===== src/chg_defines.svh =====
`ifndef CHG_DEFINES_SVH
`define CHG_DEFINES_SVH

// ************************************************************
// Register offsets
// ************************************************************
`define CHG_ADDR_FAULT_FLAGS   8'h08
`define CHG_ADDR_CHARGER_FLAGS 8'h09
`define CHG_ADDR_BOOST_FLAGS   8'h0a
`define CHG_ADDR_PRIMARY_FAULT_MASK         8'h0b
`define CHG_ADDR_MASK2         8'h0c
`define CHG_ADDR_MASK3         8'h0d
`define CHG_ADDR_CFG           8'h11

// ************************************************************
// Reset values and implemented bits
// ************************************************************
`define CHG_RST_ZERO           8'h00
`define CHG_RST_CFG            8'h42
`define CHG_RST_FLOOR_MV       13'h1194
`define CHG_PRIMARY_FAULT_MASK_WR_BITS      8'hc3
`define CHG_FAULT_IMPL_BITS    8'hc1
`define CHG_CHARGER_IMPL_BITS  8'hbf
`define CHG_BOOST_IMPL_BITS    8'he8
`define CHG_REG_W              8

// ************************************************************
// Field positions
// ************************************************************
`define CHG_FLOOR_MSB          6
`define CHG_FLOOR_LSB          4
`define CHG_PRECHG_MSB         1
`define CHG_PRECHG_LSB         0
`define CHG_FLOOR_OFF_CODE     3'h7
`define CHG_BIT_THERMAL_SD     7
`define CHG_BIT_INPUT_OVP      6
`define CHG_BIT_BATT_MISSING   0
`define CHG_BIT_REVERSE        7
`define CHG_BIT_CHG_TIMER      2
`define CHG_BIT_THERMAL_LOOP   1
`define CHG_BIT_FLOOR_LOOP     0
`define CHG_BIT_BOOST_OVP      7
`define CHG_BIT_BOOST_OVL      6

// ************************************************************
// Analog setting scales
// ************************************************************
`define CHG_FLOOR_BASE_MV      13'h1004
`define CHG_FLOOR_STEP_MV      13'h0064
`define CHG_PRECHG_20_MA       7'h14
`define CHG_PRECHG_40_MA       7'h28
`define CHG_PRECHG_60_MA       7'h3c

`endif


===== src/chg_pkg.sv =====
package chg_pkg;

  typedef struct packed
  {
    logic [7:0]  primary_fault_mask;
    logic [7:0]  mask2;
    logic [7:0]  mask3;
    logic [7:0]  cfg;
    logic [7:0]  rdata;
    logic        rvalid;
    logic        irq_oe;
    logic [12:0] floor_mv;
    logic        floor_en;
    logic [6:0]  prechg_ma;
  } chg_state_t;

endpackage


===== src/chg_flag_bank.sv =====
`include "chg_defines.svh"

// Sticky event flags, cleared by a read once their condition has gone
module chg_flag_bank #(
  parameter int          WIDTH = `CHG_REG_W,
  parameter logic [7:0]  IMPL  = `CHG_RST_ZERO
) (
  // Clock and reset
  input  wire logic             clk_sys_i,
  input  wire logic             sys_rst_i,
  // Events and read strobe
  input  wire logic [WIDTH-1:0] cond_i,
  input  wire logic             rd_clr_i,
  // Flags
  output logic      [WIDTH-1:0] flags_o
);

  logic [WIDTH-1:0] flag_reg;
  logic [WIDTH-1:0] flag_next;

  if (WIDTH != `CHG_REG_W)
  begin : g_bad_width
    $error("chg_flag_bank: WIDTH must equal the register width");
  end

  // A live condition always sets, so an event in the read cycle is kept
  always_comb
  begin
    flag_next = flag_reg;
    if (rd_clr_i)
    begin
      flag_next = flag_reg & cond_i;
    end
    flag_next = (flag_next | cond_i) & IMPL[WIDTH-1:0];
  end

  always_ff @(posedge clk_sys_i or posedge sys_rst_i)
  begin
    if (sys_rst_i)
    begin
      flag_reg <= '0;
    end
    else
    begin
      flag_reg <= flag_next;
    end
  end

  assign flags_o = flag_reg;

endmodule


===== src/chg_event_regs.sv =====
`include "chg_defines.svh"

module chg_event_regs (
  // Clock and reset
  input  wire logic        clk_sys_i,
  input  wire logic        sys_rst_i,
  // Register access port
  input  wire logic [7:0]  reg_addr_i,
  input  wire logic        reg_wr_i,
  input  wire logic [7:0]  reg_wdata_i,
  input  wire logic        reg_rd_i,
  output logic      [7:0]  reg_rdata_o,
  output logic             reg_rvalid_o,
  // Fault conditions
  input  wire logic        thermal_shutdown_cond_i,
  input  wire logic        input_overvolt_cond_i,
  input  wire logic        battery_missing_cond_i,
  // Charger conditions
  input  wire logic        reverse_protect_cond_i,
  input  wire logic        battery_overvolt_cond_i,
  input  wire logic        charge_done_cond_i,
  input  wire logic        recharge_request_cond_i,
  input  wire logic        charge_timer_expired_cond_i,
  input  wire logic        thermal_loop_cond_i,
  input  wire logic        input_floor_loop_cond_i,
  // Boost conditions
  input  wire logic        boost_input_overvolt_cond_i,
  input  wire logic        boost_overload_cond_i,
  input  wire logic        boost_low_battery_cond_i,
  input  wire logic        boost_timer_expired_cond_i,
  // Settings to the analog loops
  output logic [2:0]       input_voltage_floor_select_o,
  output logic             input_floor_enable_o,
  output logic [12:0]      input_floor_mv_o,
  output logic [1:0]       precharge_current_select_o,
  output logic [6:0]       precharge_ma_o,
  // Open-drain interrupt, driven low while the enable is high
  output logic             irq_o,
  output logic             irq_oe_o
);

  chg_pkg::chg_state_t st_reg;
  chg_pkg::chg_state_t st_next;
  logic [7:0] fault_cond;
  logic [7:0] charger_cond;
  logic [7:0] boost_cond;
  logic [7:0] fault_flags;
  logic [7:0] charger_flags;
  logic [7:0] boost_flags;
  logic       rd_fault;
  logic       rd_charger;
  logic       rd_boost;
  logic       wr_hit;

  // ************************************************************
  // Decoders
  // ************************************************************
  function automatic logic [12:0] floor_mv(input logic [2:0] code);
    floor_mv = `CHG_FLOOR_BASE_MV + (`CHG_FLOOR_STEP_MV * {10'h000, code});
  endfunction

  function automatic logic [6:0] prechg_ma(input logic [1:0] code);
    unique case (code)
      2'h0:    prechg_ma = `CHG_PRECHG_20_MA;
      2'h1:    prechg_ma = `CHG_PRECHG_40_MA;
      default: prechg_ma = `CHG_PRECHG_60_MA;
    endcase
  endfunction

  function automatic logic addr_rd(input logic [7:0] a, input logic [7:0] target);
    addr_rd = reg_rd_i && (a == target);
  endfunction

  // ************************************************************
  // Event flag banks
  // ************************************************************
  assign fault_cond   = {thermal_shutdown_cond_i, input_overvolt_cond_i, 5'h00,
                         battery_missing_cond_i};
  assign charger_cond = {reverse_protect_cond_i, 1'b0, battery_overvolt_cond_i,
                         charge_done_cond_i, recharge_request_cond_i,
                         charge_timer_expired_cond_i, thermal_loop_cond_i,
                         input_floor_loop_cond_i};
  assign boost_cond   = {boost_input_overvolt_cond_i, boost_overload_cond_i,
                         boost_low_battery_cond_i, 1'b0, boost_timer_expired_cond_i,
                         3'h0};

  assign rd_fault   = addr_rd(reg_addr_i, `CHG_ADDR_FAULT_FLAGS);
  assign rd_charger = addr_rd(reg_addr_i, `CHG_ADDR_CHARGER_FLAGS);
  assign rd_boost   = addr_rd(reg_addr_i, `CHG_ADDR_BOOST_FLAGS);

  chg_flag_bank #(.WIDTH(`CHG_REG_W), .IMPL(`CHG_FAULT_IMPL_BITS)) u_fault (
    .clk_sys_i (clk_sys_i),
    .sys_rst_i (sys_rst_i),
    .cond_i    (fault_cond),
    .rd_clr_i  (rd_fault),
    .flags_o   (fault_flags)
  );

  chg_flag_bank #(.WIDTH(`CHG_REG_W), .IMPL(`CHG_CHARGER_IMPL_BITS)) u_charger (
    .clk_sys_i (clk_sys_i),
    .sys_rst_i (sys_rst_i),
    .cond_i    (charger_cond),
    .rd_clr_i  (rd_charger),
    .flags_o   (charger_flags)
  );

  chg_flag_bank #(.WIDTH(`CHG_REG_W), .IMPL(`CHG_BOOST_IMPL_BITS)) u_boost (
    .clk_sys_i (clk_sys_i),
    .sys_rst_i (sys_rst_i),
    .cond_i    (boost_cond),
    .rd_clr_i  (rd_boost),
    .flags_o   (boost_flags)
  );

  // ************************************************************
  // Register file and interrupt
  // ************************************************************
  assign wr_hit = reg_wr_i;

  always_comb
  begin
    st_next        = st_reg;
    st_next.rvalid = reg_rd_i;
    st_next.rdata  = `CHG_RST_ZERO;
    if (wr_hit)
    begin
      unique case (reg_addr_i)
        `CHG_ADDR_PRIMARY_FAULT_MASK: st_next.primary_fault_mask = reg_wdata_i & `CHG_PRIMARY_FAULT_MASK_WR_BITS;
        `CHG_ADDR_MASK2: st_next.mask2 = reg_wdata_i;
        `CHG_ADDR_MASK3: st_next.mask3 = reg_wdata_i;
        `CHG_ADDR_CFG:   st_next.cfg   = reg_wdata_i;
        default:         st_next.cfg   = st_reg.cfg;
      endcase
    end
    if (reg_rd_i)
    begin
      // Flags are returned as they stood before the read clears them
      unique case (reg_addr_i)
        `CHG_ADDR_FAULT_FLAGS:   st_next.rdata = fault_flags;
        `CHG_ADDR_CHARGER_FLAGS: st_next.rdata = charger_flags;
        `CHG_ADDR_BOOST_FLAGS:   st_next.rdata = boost_flags;
        `CHG_ADDR_PRIMARY_FAULT_MASK:         st_next.rdata = st_reg.primary_fault_mask;
        `CHG_ADDR_MASK2:         st_next.rdata = st_reg.mask2;
        `CHG_ADDR_MASK3:         st_next.rdata = st_reg.mask3;
        `CHG_ADDR_CFG:           st_next.rdata = st_reg.cfg;
        default:                 st_next.rdata = `CHG_RST_ZERO;
      endcase
    end
    st_next.floor_en  = st_next.cfg[`CHG_FLOOR_MSB:`CHG_FLOOR_LSB]
                        != `CHG_FLOOR_OFF_CODE;
    st_next.floor_mv  = st_next.floor_en
                        ? floor_mv(st_next.cfg[`CHG_FLOOR_MSB:`CHG_FLOOR_LSB])
                        : 13'h0000;
    st_next.prechg_ma = prechg_ma(st_next.cfg[`CHG_PRECHG_MSB:`CHG_PRECHG_LSB]);
    // Mask 1 suppresses, 0 passes; bit positions line up with the flags
    st_next.irq_oe = |((fault_flags & ~st_reg.primary_fault_mask)
                     | (charger_flags & ~st_reg.mask2)
                     | (boost_flags & ~st_reg.mask3));
  end

  always_ff @(posedge clk_sys_i or posedge sys_rst_i)
  begin
    if (sys_rst_i)
    begin
      st_reg           <= '0;
      st_reg.cfg       <= `CHG_RST_CFG;
      st_reg.floor_en  <= 1'b1;
      st_reg.floor_mv  <= `CHG_RST_FLOOR_MV;
      st_reg.prechg_ma <= `CHG_PRECHG_60_MA;
    end
    else
    begin
      st_reg <= st_next;
    end
  end

  assign reg_rdata_o                  = st_reg.rdata;
  assign reg_rvalid_o                 = st_reg.rvalid;
  assign input_voltage_floor_select_o = st_reg.cfg[`CHG_FLOOR_MSB:`CHG_FLOOR_LSB];
  assign input_floor_enable_o         = st_reg.floor_en;
  assign input_floor_mv_o             = st_reg.floor_mv;
  assign precharge_current_select_o   = st_reg.cfg[`CHG_PRECHG_MSB:`CHG_PRECHG_LSB];
  assign precharge_ma_o               = st_reg.prechg_ma;
  assign irq_o                        = 1'b0;
  assign irq_oe_o                     = st_reg.irq_oe;
endmodule


===== config.mk =====
export PLATFORM = sky130hd
export DESIGN_NAME = chg_event_regs
export DESIGN_NICKNAME = d
export VERILOG_FILES = /design/src/chg_pkg.sv /design/src/chg_flag_bank.sv /design/src/chg_event_regs.sv
export VERILOG_INCLUDE_DIRS = /design/src
export SDC_FILE = /design/constraint.sdc
export NUM_CORES = 1
export LEC_CHECK = 0
export BUFFER_PORTS_ARGS = -buffer_cell sky130_fd_sc_hd__buf_2
export CORE_MARGIN = 5
export CORE_UTILIZATION = 40
export DETAILED_ROUTE_END_ITERATION = 8
export PLACE_DENSITY = 0.6
export REMOVE_ABC_BUFFERS = 1
export SYNTH_ARGS = -nofsm -noshare
export SYNTH_HDL_FRONTEND = slang
export SYNTH_SLANG_ARGS = --single-unit

===== constraint.sdc =====
create_clock -name clk_sys_i -period 4.63 [get_ports clk_sys_i]
set_input_delay 0.463 -clock clk_sys_i [delete_from_list [all_inputs] [get_ports clk_sys_i]]
set_output_delay 0.463 -clock clk_sys_i [all_outputs]
set_load 0.05 [all_outputs]

Word level (Yosys, flattened, before mapping)

Cells that the tools add are included.

Flip-flop bits (word level): 73
Latch bits: 0
RAM bits: 0
Memory bits (read-only): 0
Input bits: 34
Output and inout bits: 37
Word-level logic and storage cells: 57
Memories kept: 0

$add $sub $neg: 1
$mul: 1
Div/mod/pow operators: 0
Order comparisons: 0
Equality and inequality tests: 9
Shift operators: 0
Mux-type cells: 9
Bitwise logic cells: 14
Reduce and logical (&&, ||, !) cells: 9

Operator list:

| cell                                                               | number |
|---|---|
| 8-bit one-hot mux with 7 select lines                              | 1 |
| 8-bit AND                                                          | 6 |
| 8-bit by 4-bit == test with 1-bit output (second input constant)   | 6 |
| 8-bit bitwise OR                                                   | 5 |
| 8-bit two-way mux                                                  | 4 |
| 8-bit inverter                                                     | 3 |
| 7-bit two-way mux                                                  | 2 |
| 13-bit by 10-bit adder with 13-bit output (first input constant)   | 1 |
| 13-bit two-way mux                                                 | 1 |
| 6-bit one-hot mux with 2 select lines                              | 1 |
| 8-bit by 5-bit == test with 1-bit output (second input constant)   | 1 |
| 5-bit by 3-bit multiplier with 8-bit output (first input constant) | 1 |
| 2-bit AND reduction                                                | 4 |
| 8-bit OR reduction                                                 | 1 |
| 1-bit logical AND                                                  | 3 |
| 3-bit inequality test (second input constant)                      | 1 |
| 2-bit by 1-bit == test with 1-bit output (second input constant)   | 1 |
| 2-bit logical NOT                                                  | 1 |

Logic depth before layout (Yosys ltp)

Gate-level depths: netlist of the first run.

Depth after elaboration: 6
Mapped depth: 13
Gate-level depth less buffers: 11

Cells and area by module

Synthesis of the first run repeated with hierarchy kept, for this count alone.

Cell total of the unflattened synthesis: 320
Area, all modules: 3509.6 µm²

Modules (own cells, without submodules):

| module                    | times used | cells each | area an instance (µm²) | sequential area each (µm²) |
|---|---|---|---|---|
| chg_event_regs            | 1          | 273        | 2945.3                 | 1262.5 |
| chg_flag_bank (u_charger) | 1          | 18         | 246.5                  | 175.2 |
| chg_flag_bank (u_boost)   | 1          | 15         | 171.4                  | 100.1 |
| chg_flag_bank (u_fault)   | 1          | 14         | 146.4                  | 75.1 |

Worst setup path before layout of the first run

No wires, ideal clock.

Kind: in2reg
Start point: in reg_addr_i[1]
End point: reg st_reg (netlist bit input_floor_mv_o[8])
Library setup time: 0.075 ns
Arrival: 2.758 ns
Data required time: 4.555 ns
Slack: 1.797 ns
Cell stages on the path: 13
Buffers on the path: 2
Path through: buf_2 -> nor4_2 -> nand3_1 -> clkbuf_1 -> nand2_1 -> nand2_1 -> ha_1 -> ha_1 -> nand2_1 -> nor2_1 -> and3_1 -> or3_1 -> mux2i_1

RTL lines:

| element              | line                  | source |
|---|---|---|
| from (decl)          | chg_event_regs.sv:8   | `input wire logic [7:0] reg_addr_i,` |
| to (signal assigned) | chg_event_regs.sv:173 | `st_reg <= st_next;` |
| to (decl)            | chg_event_regs.sv:42  | `chg_pkg::chg_state_t st_reg;` |

==> impl_results.md, run 1 <==
- Outcome: finished, final reports clean
- Post-Syn Area: about 3300 µm²
- Gates resized, CTS repair: 0
- Crit path DAT: 3.39 ns
- Synth Register Bits: 64
- Largest net degree at the start of global routing: 65
- Synth Warn #: 0
- Antenna cell count: 0
- Normalized max-slew margin: between 40% and 50%
- Leakage dissipation: around 0.0017 µW
- Critical path class: input pin to flip-flop
- Post-synth EDFFs: 0
- Core area: between 8000 and 9000 µm²
- Worst Skew: 0.00477 ns
- Die Ht: ~100 µm
- Max incr delay on CP: 0.42 ns
- VDD IR max: roughly 140 µV
- CP top delay family: simple AND/OR/NAND/NOR gates
- Synth unique cells: 48
- Min Tclk post-route: around 3.1 ns
- Crit-path cells: buf_2, nor4bb_1, nand3_1, nand2_1, nand2_1, ha_1, ha_1, nand2_1, nor2_1, and3_1, or3_1, mux2i_1
- Tcrit/Tclk final: between 60% and 70%
- Root Buffer: clkbuf_8
- Drt via density: approximately 5.1
- Max reg flops: 23
- First-pass GRT wire length: between 10000 and 15000 µm
- Hold WS: roughly 0.28 ns
- Hold WC Path Type: input pin to flip-flop
- CTS clk-pin slew, worst paths: 0.07 ns
- Final ANT Viol Nets: 0
- # setup viols final: 0
- Flop pwr share: about half
- CP Max Fanout: 24
- Final Hold Vio Count: 0
- Crit-path most repeated cell: nand2_1
- Ys flop type: dfrtp_1
- Vias in the first global route: between 2000 and 2500
- Comb pwr share: between 10% and 20%
- Max Clock Freq: between 300 and 400 MHz
- Clk sinks: 64
- CP endpoint kind: flip-flop
- Tot Pwr: around 1200 µW
- Syn Area/Cell: between 10 and 15 µm²
- Initial antenna violation count: 0
- CP Data Required Time: 4.90 ns
- I/O Buffers: between 60 and 70
- Longest Clk Path Bufs: 2
- Design area: roughly 3700 µm²
- Worst-Skew Late Latency: 0.35 ns
- Chip Width: between 100 and 150 µm
- TritonCTS buffer count: 9
- Post-Syn Instances: between 300 and 400
- Routability Congestion: 0.889
- Worst-margin pin slew: 0.800 ns
- CP Buf/Inv Count: 1
- Max-cap violations: 0
- Final #Nets: 393
- CP Launch Type: input pin
- Inst Count DP: around 450
- Clock power frac: about 37%
- Max Slew Vio Count: 0
- Setup TNS: 0 ns
- Vias: around 2400
- Initial core utilization: 40.6%
- Setup bufs post-CTS: 0
- Remaining Overflow, GRT: 0
- Switching part of the total power: between 20% and 30%
- Initial DRC Count: between 150 and 200
- Final wirelength: slightly below 8000 µm
- Switching power: between 300 and 400 µW
- Layout cells sized above 1: between 30% and 40%
- Cell Rows: 33
- Sequential area share after synthesis: about half
- WL/cell: between 15 and 20 µm
- Pwr/cell area: approximately 330 nW/µm²
- H-tree depth: 3
- Detailed Place HPWL: 5830 µm
- Area growth syn-to-layout: 11.1%
- CTS tree: done
- Fin cells: 465
- RSZ-0062 raised after global routing: false
- Die Area: between 10000 and 15000 µm²
- Io pins: between 70 and 80
- Drt drc: 0
- Placed cell area: between 3000 and 4000 µm²
- Cell-internal power: between 800 and 900 µW
- Global Route Usage Sum: 16.3%
- Post-synthesis async set-or-reset flop share: 100%
- Cts hold-fix bufs: 0
- CP max-delay cell: buf_2
- Initial DRT Pass Iterations: 5
power groups by stage:
stage               Sequential (µW)  Clock, µW  Combinational, µW
floorplan                       647          0               68.4
global placement                606          0                166
detailed placement              607          0                168
CTS                             596        456                169
global route                    598        484                181
finish                          597        443                168
layout make-up:
cell class | count | area, µm²
Clock inverter | 3 | 15.0
Clock buffer | 13 | 169
Sequential cell | 64 | 1610
Multi-Input combinational cell | 198 | 1350
Timing Repair Buffer | 64 | 323
Fill cell | 833 | 4460
Tap cell | 105 | 131
Inverter | 18 | 67.6
routing by layer:
metal	routed length (µm)	share of wire (%)	vias up	track usage [%]
li1	-	-	1144	-
met1	3670	47	1124	22.9
met2	3440	44	92	23.9
met3	525	6.7	14	3.81
met4	166	2.1	0	7.26
met5	0	0	-	0
synthesized netlist by cell type, types with 5 or more instances:
library cell   n  area (µm²)
buf_4         34         255
inv_1         18        67.6
nand3_1       15        75.1
mux2i_1       10         100
dfstp_2        9         236
mux2_2        21         236
a22oi_1        6        45.0
a21oi_1        6        30.0
nor3_1         6        30.0
nand2_1       29         109
nand2b_1       5        31.3
o21ai_0        9        45.0
nor2_1        13        48.8
dfrtp_1       55        1380
a21o_1        14         105
o22ai_1        7        43.8
nor2b_1        7        43.8
kinds of logic (layout without fill, tap and decap cells):
| logic type | Yosys count | in the layout | synth area share [%] |
|---|---|---|---|
| AOI/OAI and AO/OA | 57 | 57 | 11.8 |
| muxes | 31 | 31 | 10.2 |
| DFF | 64 | 64 | 48.8 |
| and+or+nand+nor | 97 | 97 | 16.2 |
| buffers and inverters | 61 | 98 | 10.9 |
| xor gates and xnor gates | 2 | 2 | 0.530 |
| adders and majority gates | 4 | 4 | 1.51 |
| other | 1 | 7 | 0.113 |
per-stage QoR:
step	utilization, %	worst slack, ns
final	45.1	1.51
after global routing	45.1	1.26
after CTS	45.1	1.54
after detailed placement	42.9	1.19
after global placement	42.9	1.28
after floorplan	-	1.91
worst reg2reg max path, delay by kind of cell (launching register included):
kind | cells | cell delay (ns)
DFF | 1 | 0.43
and+or+nand+nor | 4 | 0.65
AOI/OAI and AO/OA | 1 | 0.26
muxes | 1 | 0.13
buffers and inverters | 1 | 0.11
adders and majority gates | 2 | 0.57
layout by cell type (no fill, tap or decap), drive strengths merged, types with 4 or more instances in the layout:
| cell | count |
|---|---|
| buf | 64 |
| dfrtp | 55 |
| nand2 | 30 |
| mux2 | 21 |
| inv | 18 |
| nand3 | 15 |
| a21o | 14 |
| nor2 | 14 |
| clkbuf | 13 |
| mux2i | 10 |
| o21ai | 10 |
| dfstp | 9 |
| nor2b | 7 |
| o22ai | 7 |
| conb | 7 |
| nor3 | 7 |
| a21oi | 6 |
| a22oi | 6 |
| nor3b | 6 |
| nand2b | 5 |
| ha | 4 |
path summary, 6_finish.rpt:
kind,startpoint,to,slack (ns),cells after the start
worst min register to register,u_fault.flags_o[6]$_DFF_PP0_,u_fault.flags_o[6]$_DFF_PP0_,0.49,1
max in group asynchronous,sys_rst_i,precharge_current_select_o[0]$_DFF_PP0_,3.75,3
worst max register to register,input_voltage_floor_select_o[1]$_DFF_PP0_,input_floor_mv_o[8]$_DFF_PP1_,2.41,9
worst max-delay path,reg_addr_i[0],input_floor_mv_o[8]$_DFF_PP1_,1.51,12
min in group asynchronous,sys_rst_i,input_floor_mv_o[9]$_DFF_PP0_,0.34,3
worst min-delay path,reg_rd_i,reg_rvalid_o$_DFF_PP0_,0.28,1
(Power assumes the default switching activity.)
==> inputs of run 2 (changes only) <==
--- a/config.mk
+++ b/config.mk
@@ -10,7 +10,7 @@
 export CORE_MARGIN = 5
 export CORE_UTILIZATION = 40
 export DETAILED_ROUTE_END_ITERATION = 8
-export PLACE_DENSITY = 0.6
+export PLACE_DENSITY = 0.62
 export REMOVE_ABC_BUFFERS = 1
 export SYNTH_ARGS = -nofsm -noshare
 export SYNTH_HDL_FRONTEND = slang
==> constraint.sdc (replaced) <==
create_clock -name clk_sys_i -period 2.8 [get_ports clk_sys_i]
set_input_delay 0.28 -clock clk_sys_i [delete_from_list [all_inputs] [get_ports clk_sys_i]]
set_output_delay 0.28 -clock clk_sys_i [all_outputs]
set_load 0.05 [all_outputs]
==> run 2 against run 1 <==
  * Critical path depth is the same
  * First-iteration DRC count shrank 38%
  * Via count grew 2.4%
  * Flip-flop and latch count is the same
  * Critical path type unchanged
==> impl_results.md, run 2 (same netlist as run 1, synthesis figures left out) <==
- Clock power frac: 37.2% (+0.5 points)
- Largest net degree at the start of global routing: 37 (-43%)
- Root Buffer: clkbuf_8
- RSZ-0062 raised after global routing: false
- CP Max Fanout: 4 (-83%)
- Comb pwr share: 14.5% (+0.6 points)
- Commonest non-fill, non-tap cell in the layout: buf_2
- Min Tclk post-route: between 2 and 2.5 ns
- Tcrit/Tclk final: about 84%
- Cell Rows: 33 (unchanged)
- Initial DRC Count: 116 (-38%)
- Clk sinks: 64 (unchanged)
- Max Clock Freq: 425 MHz
- CP top delay family: simple AND/OR/NAND/NOR gates
- Vias: 2432 (+2.4%)
- CP Launch Type: input pin
- CP max-delay cell: nor4_2
- Switching power: 558 µW (+64%)
- Setup bufs post-CTS: 0 (unchanged)
- Remaining Overflow, GRT: 0 (unchanged)
- Final Hold Vio Count: 0 (unchanged)
- Global Route Usage Sum: 16.2% (-0.056 points)
- Worst-Skew Late Latency: 0.34 ns (about the same)
- WL/cell: 16.5 µm (-1.3%)
- Hold WS: 0.113 ns (-0.166 ns)
- CTS tree: done
- Most frequent cells in the layout: buf_2, dfrtp_1, nand2_1
- Hold Path Cell Cnt: 1 (unchanged)
- Layout cells sized above 1: 35.4% (+2.9 points)
- Routability Congestion: 0.867 (-2.5%)
- Critical path class: input pin to flip-flop
- Worst R2R End: input_floor_mv_o[8]$_DFF_PP1_
- Final wirelength: 7990 µm (+2.5%)
- Design area: 3820 µm² (+4.0%)
- Cell-internal power: 1490 µW (+71%)
- CP Data Required Time: 3.06 ns (-1.84 ns)
- Initial core utilization: 40.6% (unchanged)
- Io pins: 71 (unchanged)
- Reg2reg setup slack: 0.63 ns (-1.78 ns)
- H-tree depth: 3 (unchanged)
- Detailed Place HPWL: 6220 µm (+6.7%)
- Worst-margin pin slew: 0.534 ns (-0.266 ns)
- Area growth syn-to-layout: 15.6%
- Crit path DAT: 2.61 ns (-0.78 ns)
- Hold Crit Endpoint: reg_rvalid_o$_DFF_PP0_
- Final #Nets: 412 (+4.8%)
- Worst R2R Start: input_voltage_floor_select_o[1]$_DFF_PP0_
- Crit-path most repeated cell: nand2_1
- Final ANT Viol Nets: 0 (unchanged)
- Vias in the first global route: 2349 (-2.4%)
- Chip Width: 101 µm (unchanged)
- Hold path start: reg_rd_i
- Setup TNS: 0 ns (unchanged)
- CTS clk-pin slew, worst paths: 0.06 ns (about the same)
- CP Buf/Inv Count: 1 (unchanged)
- Outcome: finished, final reports clean
- R2R depth: 9 (unchanged)
- I/O Buffers: 63 (unchanged)
- Die Area: 10200 µm² (unchanged)
- VDD IR max: 186 µV (+31%)
- Tot Pwr: 2040 µW (+69%)
- Core area: 8130 µm² (unchanged)
- Max Slew Vio Count: 0 (unchanged)
- Switching part of the total power: 27.3% (-0.88 points)
- Hold WC Path Type: input pin to flip-flop
- Max-cap violations: 0 (unchanged)
- # setup viols final: 0 (unchanged)
- Pwr/cell area: 535 nW/µm² (+63%)
- CP endpoint kind: flip-flop
- TritonCTS buffer count: 9 (unchanged)
- Longest Clk Path Bufs: 2 (unchanged)
- First-pass GRT wire length: 12500 µm (-1.3%)
- Max incr delay on CP: 0.39 ns (-0.03 ns)
- Die Ht: 101 µm (unchanged)
- Placed cell area: 3620 µm² (+3.9%)
- Leakage dissipation: 0.00182 µW (+5.5%)
- Drt drc: 0 (unchanged)
- Flop pwr share: 48.3% (-1.1 points)
- Max reg flops: 23 (unchanged)
- Drt via density: 5.04 (-1.4%)
- Initial DRT Pass Iterations: 5 (unchanged)
- Normalized max-slew margin: 64.3% (+18 points)
- Final core occ: 47.0% (+1.8 points)
- Gates resized, CTS repair: 0 (unchanged)
- Worst Skew: 0.0151 ns (+0.0103 ns)
- Antenna cell count: 0 (unchanged)
- Initial antenna violation count: 0 (unchanged)
- Crit-path cells: buf_2, nor4_2, nand3_1, nand2_1, nand2_1, ha_1, ha_1, nand2_1, nor2_1, and3_1, or3_1, mux2i_1
run 2: layout make-up:
type | count | area (µm²)
fill | 794 | 4310
clock buffer | 11 | 141
clock inverter | 4 | 45.0
multi-input combinational | 198 | 1350
tap | 105 | 131
inverter | 18 | 67.6
sequential | 64 | 1610
timing repair buffer | 83 | 468
run 2: worst max path at each step:
stage / cells past startpoint / slack (ns) / start / end
5_1_grt: 12 / 0.33 / reg_addr_i[1] / input_floor_mv_o[8]$_DFF_PP1_
4_1_cts: 12 / 0.49 / reg_addr_i[1] / input_floor_mv_o[8]$_DFF_PP1_
2_1_floorplan: 11 / 0.27 / reg_addr_i[3] / input_floor_mv_o[8]$_DFF_PP1_
3_5_place_dp: 12 / 0.13 / reg_addr_i[1] / input_floor_mv_o[8]$_DFF_PP1_
6_report: 12 / 0.45 / reg_addr_i[1] / input_floor_mv_o[8]$_DFF_PP1_
3_3_place_gp: 12 / 0.22 / reg_addr_i[4] / input_floor_mv_o[8]$_DFF_PP1_
run 2: what timing repair did:
action | 4_1_cts | 5_1_grt
endpoints found under the setup margin | 0 | 0
hold endpoints to repair | 4 | 0
hold buffers | 1 | 0
run 2: through the flow:
stage | instances | setup WS, ns
final | 483 | 0.449
after global routing | 483 | 0.333
after CTS | 483 | 0.487
after detailed placement | 467 | 0.135
after global placement | 467 | 0.219
after floorplan | 280 | 0.266
run 2: power by group through the flow:
stage	logic, µW	registers [µW]	clock network [µW]
after floorplan	113	1070	0
after global placement	292	1000	0
after detailed placement	295	1000	0
after CTS	297	986	784
after global routing	321	990	829
final	296	987	761
run 2: metal layers:
| metal | routed length [µm] | part of all wire (%) | track usage, % |
|---|---|---|---|
| met4 | 151 | 1.9 | 6.65 |
| met2 | 3670 | 46 | 23.9 |
| met5 | 0 | 0 | 0 |
| met1 | 3570 | 45 | 22.4 |
| met3 | 598 | 7.5 | 4.71 |
==> inputs of run 3 (changes only) <==
--- a/config.mk
+++ b/config.mk
@@ -10,7 +10,7 @@
 export CORE_MARGIN = 5
 export CORE_UTILIZATION = 40
 export DETAILED_ROUTE_END_ITERATION = 8
-export PLACE_DENSITY = 0.62
+export PLACE_DENSITY = 0.6
 export REMOVE_ABC_BUFFERS = 1
 export SYNTH_ARGS = -nofsm -noshare
 export SYNTH_HDL_FRONTEND = slang
==> constraint.sdc (replaced) <==
create_clock -name clk_sys_i -period 2.22 [get_ports clk_sys_i]
set_input_delay 0.222 -clock clk_sys_i [delete_from_list [all_inputs] [get_ports clk_sys_i]]
set_output_delay 0.222 -clock clk_sys_i [all_outputs]
set_load 0.05 [all_outputs]
==> run 3 against run 2 <==
  * Sequential share of layout area fell by 2.0 points
  * Largest cell class unchanged
  * Sequential power is 26% higher
  * Largest power group unchanged
  * Worst setup slack worse by 0.34 ns
  * Routed wire length rose by 3.8%
  * First-iteration DRC count rose by 34%
  * Via count up 5.7%
  * Die area did not move
==> impl_results.md, run 3 (same netlist as run 1, synthesis figures left out) <==
- Fin cells: 500 (+3.5%)
- Final #Nets: 428 (+3.9%)
- Gr busiest metal: met2
- Inst Count DP: 482 (+3.2%)
- First-pass GRT wire length: 13400 µm (+6.8%)
- Drt via density: 5.14 (+2.1%)
- CTS clk-pin slew, worst paths: 0.06 ns (about the same)
- Cell Rows: 33 (unchanged)
- Crit path DAT: 2.37 ns (-0.24 ns)
- Normalized max-slew margin: 63.1% (-1.2 points)
- Outcome: finished, final reports clean
- Initial core utilization: 40.6% (unchanged)
- Switching part of the total power: 28.8% (+1.5 points)
- Clk sinks: 64 (unchanged)
- Worst-Skew Late Latency: 0.34 ns (about the same)
- R2R depth: 9 (unchanged)
- Tot Pwr: 2510 µW (+23%)
- VDD IR max: 247 µV (+32%)
- Root Buffer: clkbuf_8
- Pwr/cell area: 627 nW/µm² (+17%)
- Tcrit/Tclk final: a little over nine tenths
- Longest Clk Path Bufs: 2 (unchanged)
- CP Data Required Time: 2.48 ns (-0.58 ns)
- Initial DRT Pass Iterations: 4 (-1)
- Routability Congestion: 0.905 (+4.4%)
- Remaining Overflow, GRT: 0 (unchanged)
- CP max-delay cell: ha_1
- I/O Buffers: 63 (unchanged)
- Hold Path Cell Cnt: 1 (unchanged)
- Worst Skew: 0.00639 ns (-0.00868 ns)
- Layout cells sized above 1: 39.5% (+4.0 points)
- Flop pwr share: 49.4% (+1.1 points)
- CP Buf/Inv Count: 2 (+1)
- Antenna cell count: 0 (unchanged)
- Die Area: 10200 µm² (unchanged)
- Switching power: 722 µW (+30%)
- Area growth syn-to-layout: 21.3%
- Core area: 8130 µm² (unchanged)
- CP top delay family: simple AND/OR/NAND/NOR gates
- Max incr delay on CP: 0.34 ns (-0.05 ns)
- Max reg flops: 23 (unchanged)
- Vias: 2571 (+5.7%)
- CP Launch Type: input pin
- Io pins: 71 (unchanged)
- Comb pwr share: 16.4% (+1.9 points)
- Final ANT Viol Nets: 0 (unchanged)
- Initial DRC Count: 155 (+34%)
- Final WS setup: 0.110 ns (-0.339 ns)
- Max Slew Vio Count: 0 (unchanged)
- Vias in the first global route: 2630 (+12%)
- Crit-path most repeated cell: nand2_1
- Crit-path cells: buf_2, nor4bb_4, buf_4, nand3_2, nand2_1, nand2_1, ha_1, ha_4, nand2_2, nor2_1, and3_1, or3_1, mux2i_1
- TritonCTS buffer count: 9 (unchanged)
- Final wirelength: 8290 µm (+3.8%)
- Detailed Place HPWL: 6400 µm (+2.8%)
- Critical path class: input pin to flip-flop
- CP Max Fanout: 5 (+1)
- Initial antenna violation count: 0 (unchanged)
- Global Route Usage Sum: 17.1% (+0.88 points)
- Chip Width: 101 µm (unchanged)
- Leakage dissipation: 0.00191 µW (+5.1%)
- Largest net degree at the start of global routing: 40 (+8.1%)
- H-tree depth: 3 (unchanged)
- Met1 global-route usage: 23.6% (+1.2 points)
- Final Hold Vio Count: 0 (unchanged)
- Worst-margin pin slew: 0.552 ns (+0.0185 ns)
- # setup viols final: 0 (unchanged)
- Met2 usage: 26.2% (+2.3 points)
- Drt drc: 0 (unchanged)
- Die Ht: 101 µm (unchanged)
- CP endpoint kind: flip-flop
- Pre-CTS worst setup slack: -0.414 ns (-0.549 ns)
- Max-cap violations: 0 (unchanged)
- Cell-internal power: 1790 µW (+20%)
- CTS tree: done
- # fillers: 762 (-4.0%)
- Min Tclk post-route: between 2 and 2.5 ns
- Most frequent cells in the layout: buf_2, dfrtp_1, buf_4
- Max Clock Freq: 474 MHz
- Total stage count of the critical path: 13 (+1)
- Clock power frac: 34.1% (-3.1 points)
- Hold WC Path Type: input pin to flip-flop
- Commonest non-fill, non-tap cell in the layout: buf_2
- Met3 GRT Util: 3.81% (-0.90 points)
- WL/cell: 16.6 µm (+0.23%)
## run 3: area by class of cell
class	count	area, µm²	area share, %
sequential	64	1610	40.2
multi-input combinational	198	1410	35.1
timing repair buffer	99	626	15.6
clock buffer	12	145	3.62
tap	105	131	3.28
inverter	18	67.6	1.69
clock inverter	4	20.0	0.500
## run 3: metrics by stage
| stage | TNS (ns) | instance area, µm² | hold WS (ns) | util, % |
|---|---|---|---|---|
| floorplan | -0.256 | 3030 | 0.253 | - |
| global placement | -0.691 | 3770 | 0.292 | 46.4 |
| detailed placement | -1.00 | 3770 | 0.306 | 46.4 |
| CTS | 0 | 3960 | 0.0370 | 48.7 |
| global route | -0.00451 | 4010 | 0.0356 | 49.3 |
| finish | 0 | 4010 | 0.0464 | 49.3 |
## run 3: worst paths after layout
kind                                                            from  slack [ns]                            end
setup / recovery                                       reg_addr_i[4]        0.11  input_floor_mv_o[8]$_DFF_PP1_
hold / removal                                              reg_rd_i        0.05         reg_rvalid_o$_DFF_PP0_
setup reg to reg           input_voltage_floor_select_o[1]$_DFF_PP0_        0.15  input_floor_mv_o[8]$_DFF_PP1_
hold reg to reg                               st_reg[33]$_DFFE_PP0P_        0.49         st_reg[33]$_DFFE_PP0P_
max in group asynchronous                                  sys_rst_i        1.13   u_boost.flags_o[6]$_DFF_PP0_
min in group asynchronous                                  sys_rst_i        0.48  input_floor_mv_o[3]$_DFF_PP0_
## run 3: repair_timing
action / in CTS / in global routing
endpoints found under the setup margin: 1 / 1
endpoints found under the hold margin: 16 / 0
gates cloned: 0 / 0
gates resized for setup: 2 / 7
buffers inserted: 0 / 1
hold buffers: 1 / 0
## run 3: layer usage
layer	share of wire, %	wire length [µm]
met5	0	0
met4	2.2	180
met3	7.0	579
met2	46	3800
met1	45	3730
## run 3: power by group through the flow
stage               Sequential [µW]  Clock, µW  Combinational (µW)
finish                         1240        857                 412
global placement               1260          0                 391
detailed placement             1260          0                 395
floorplan                      1350          0                 143
CTS                            1240        886                 403
global route                   1240        942                 443
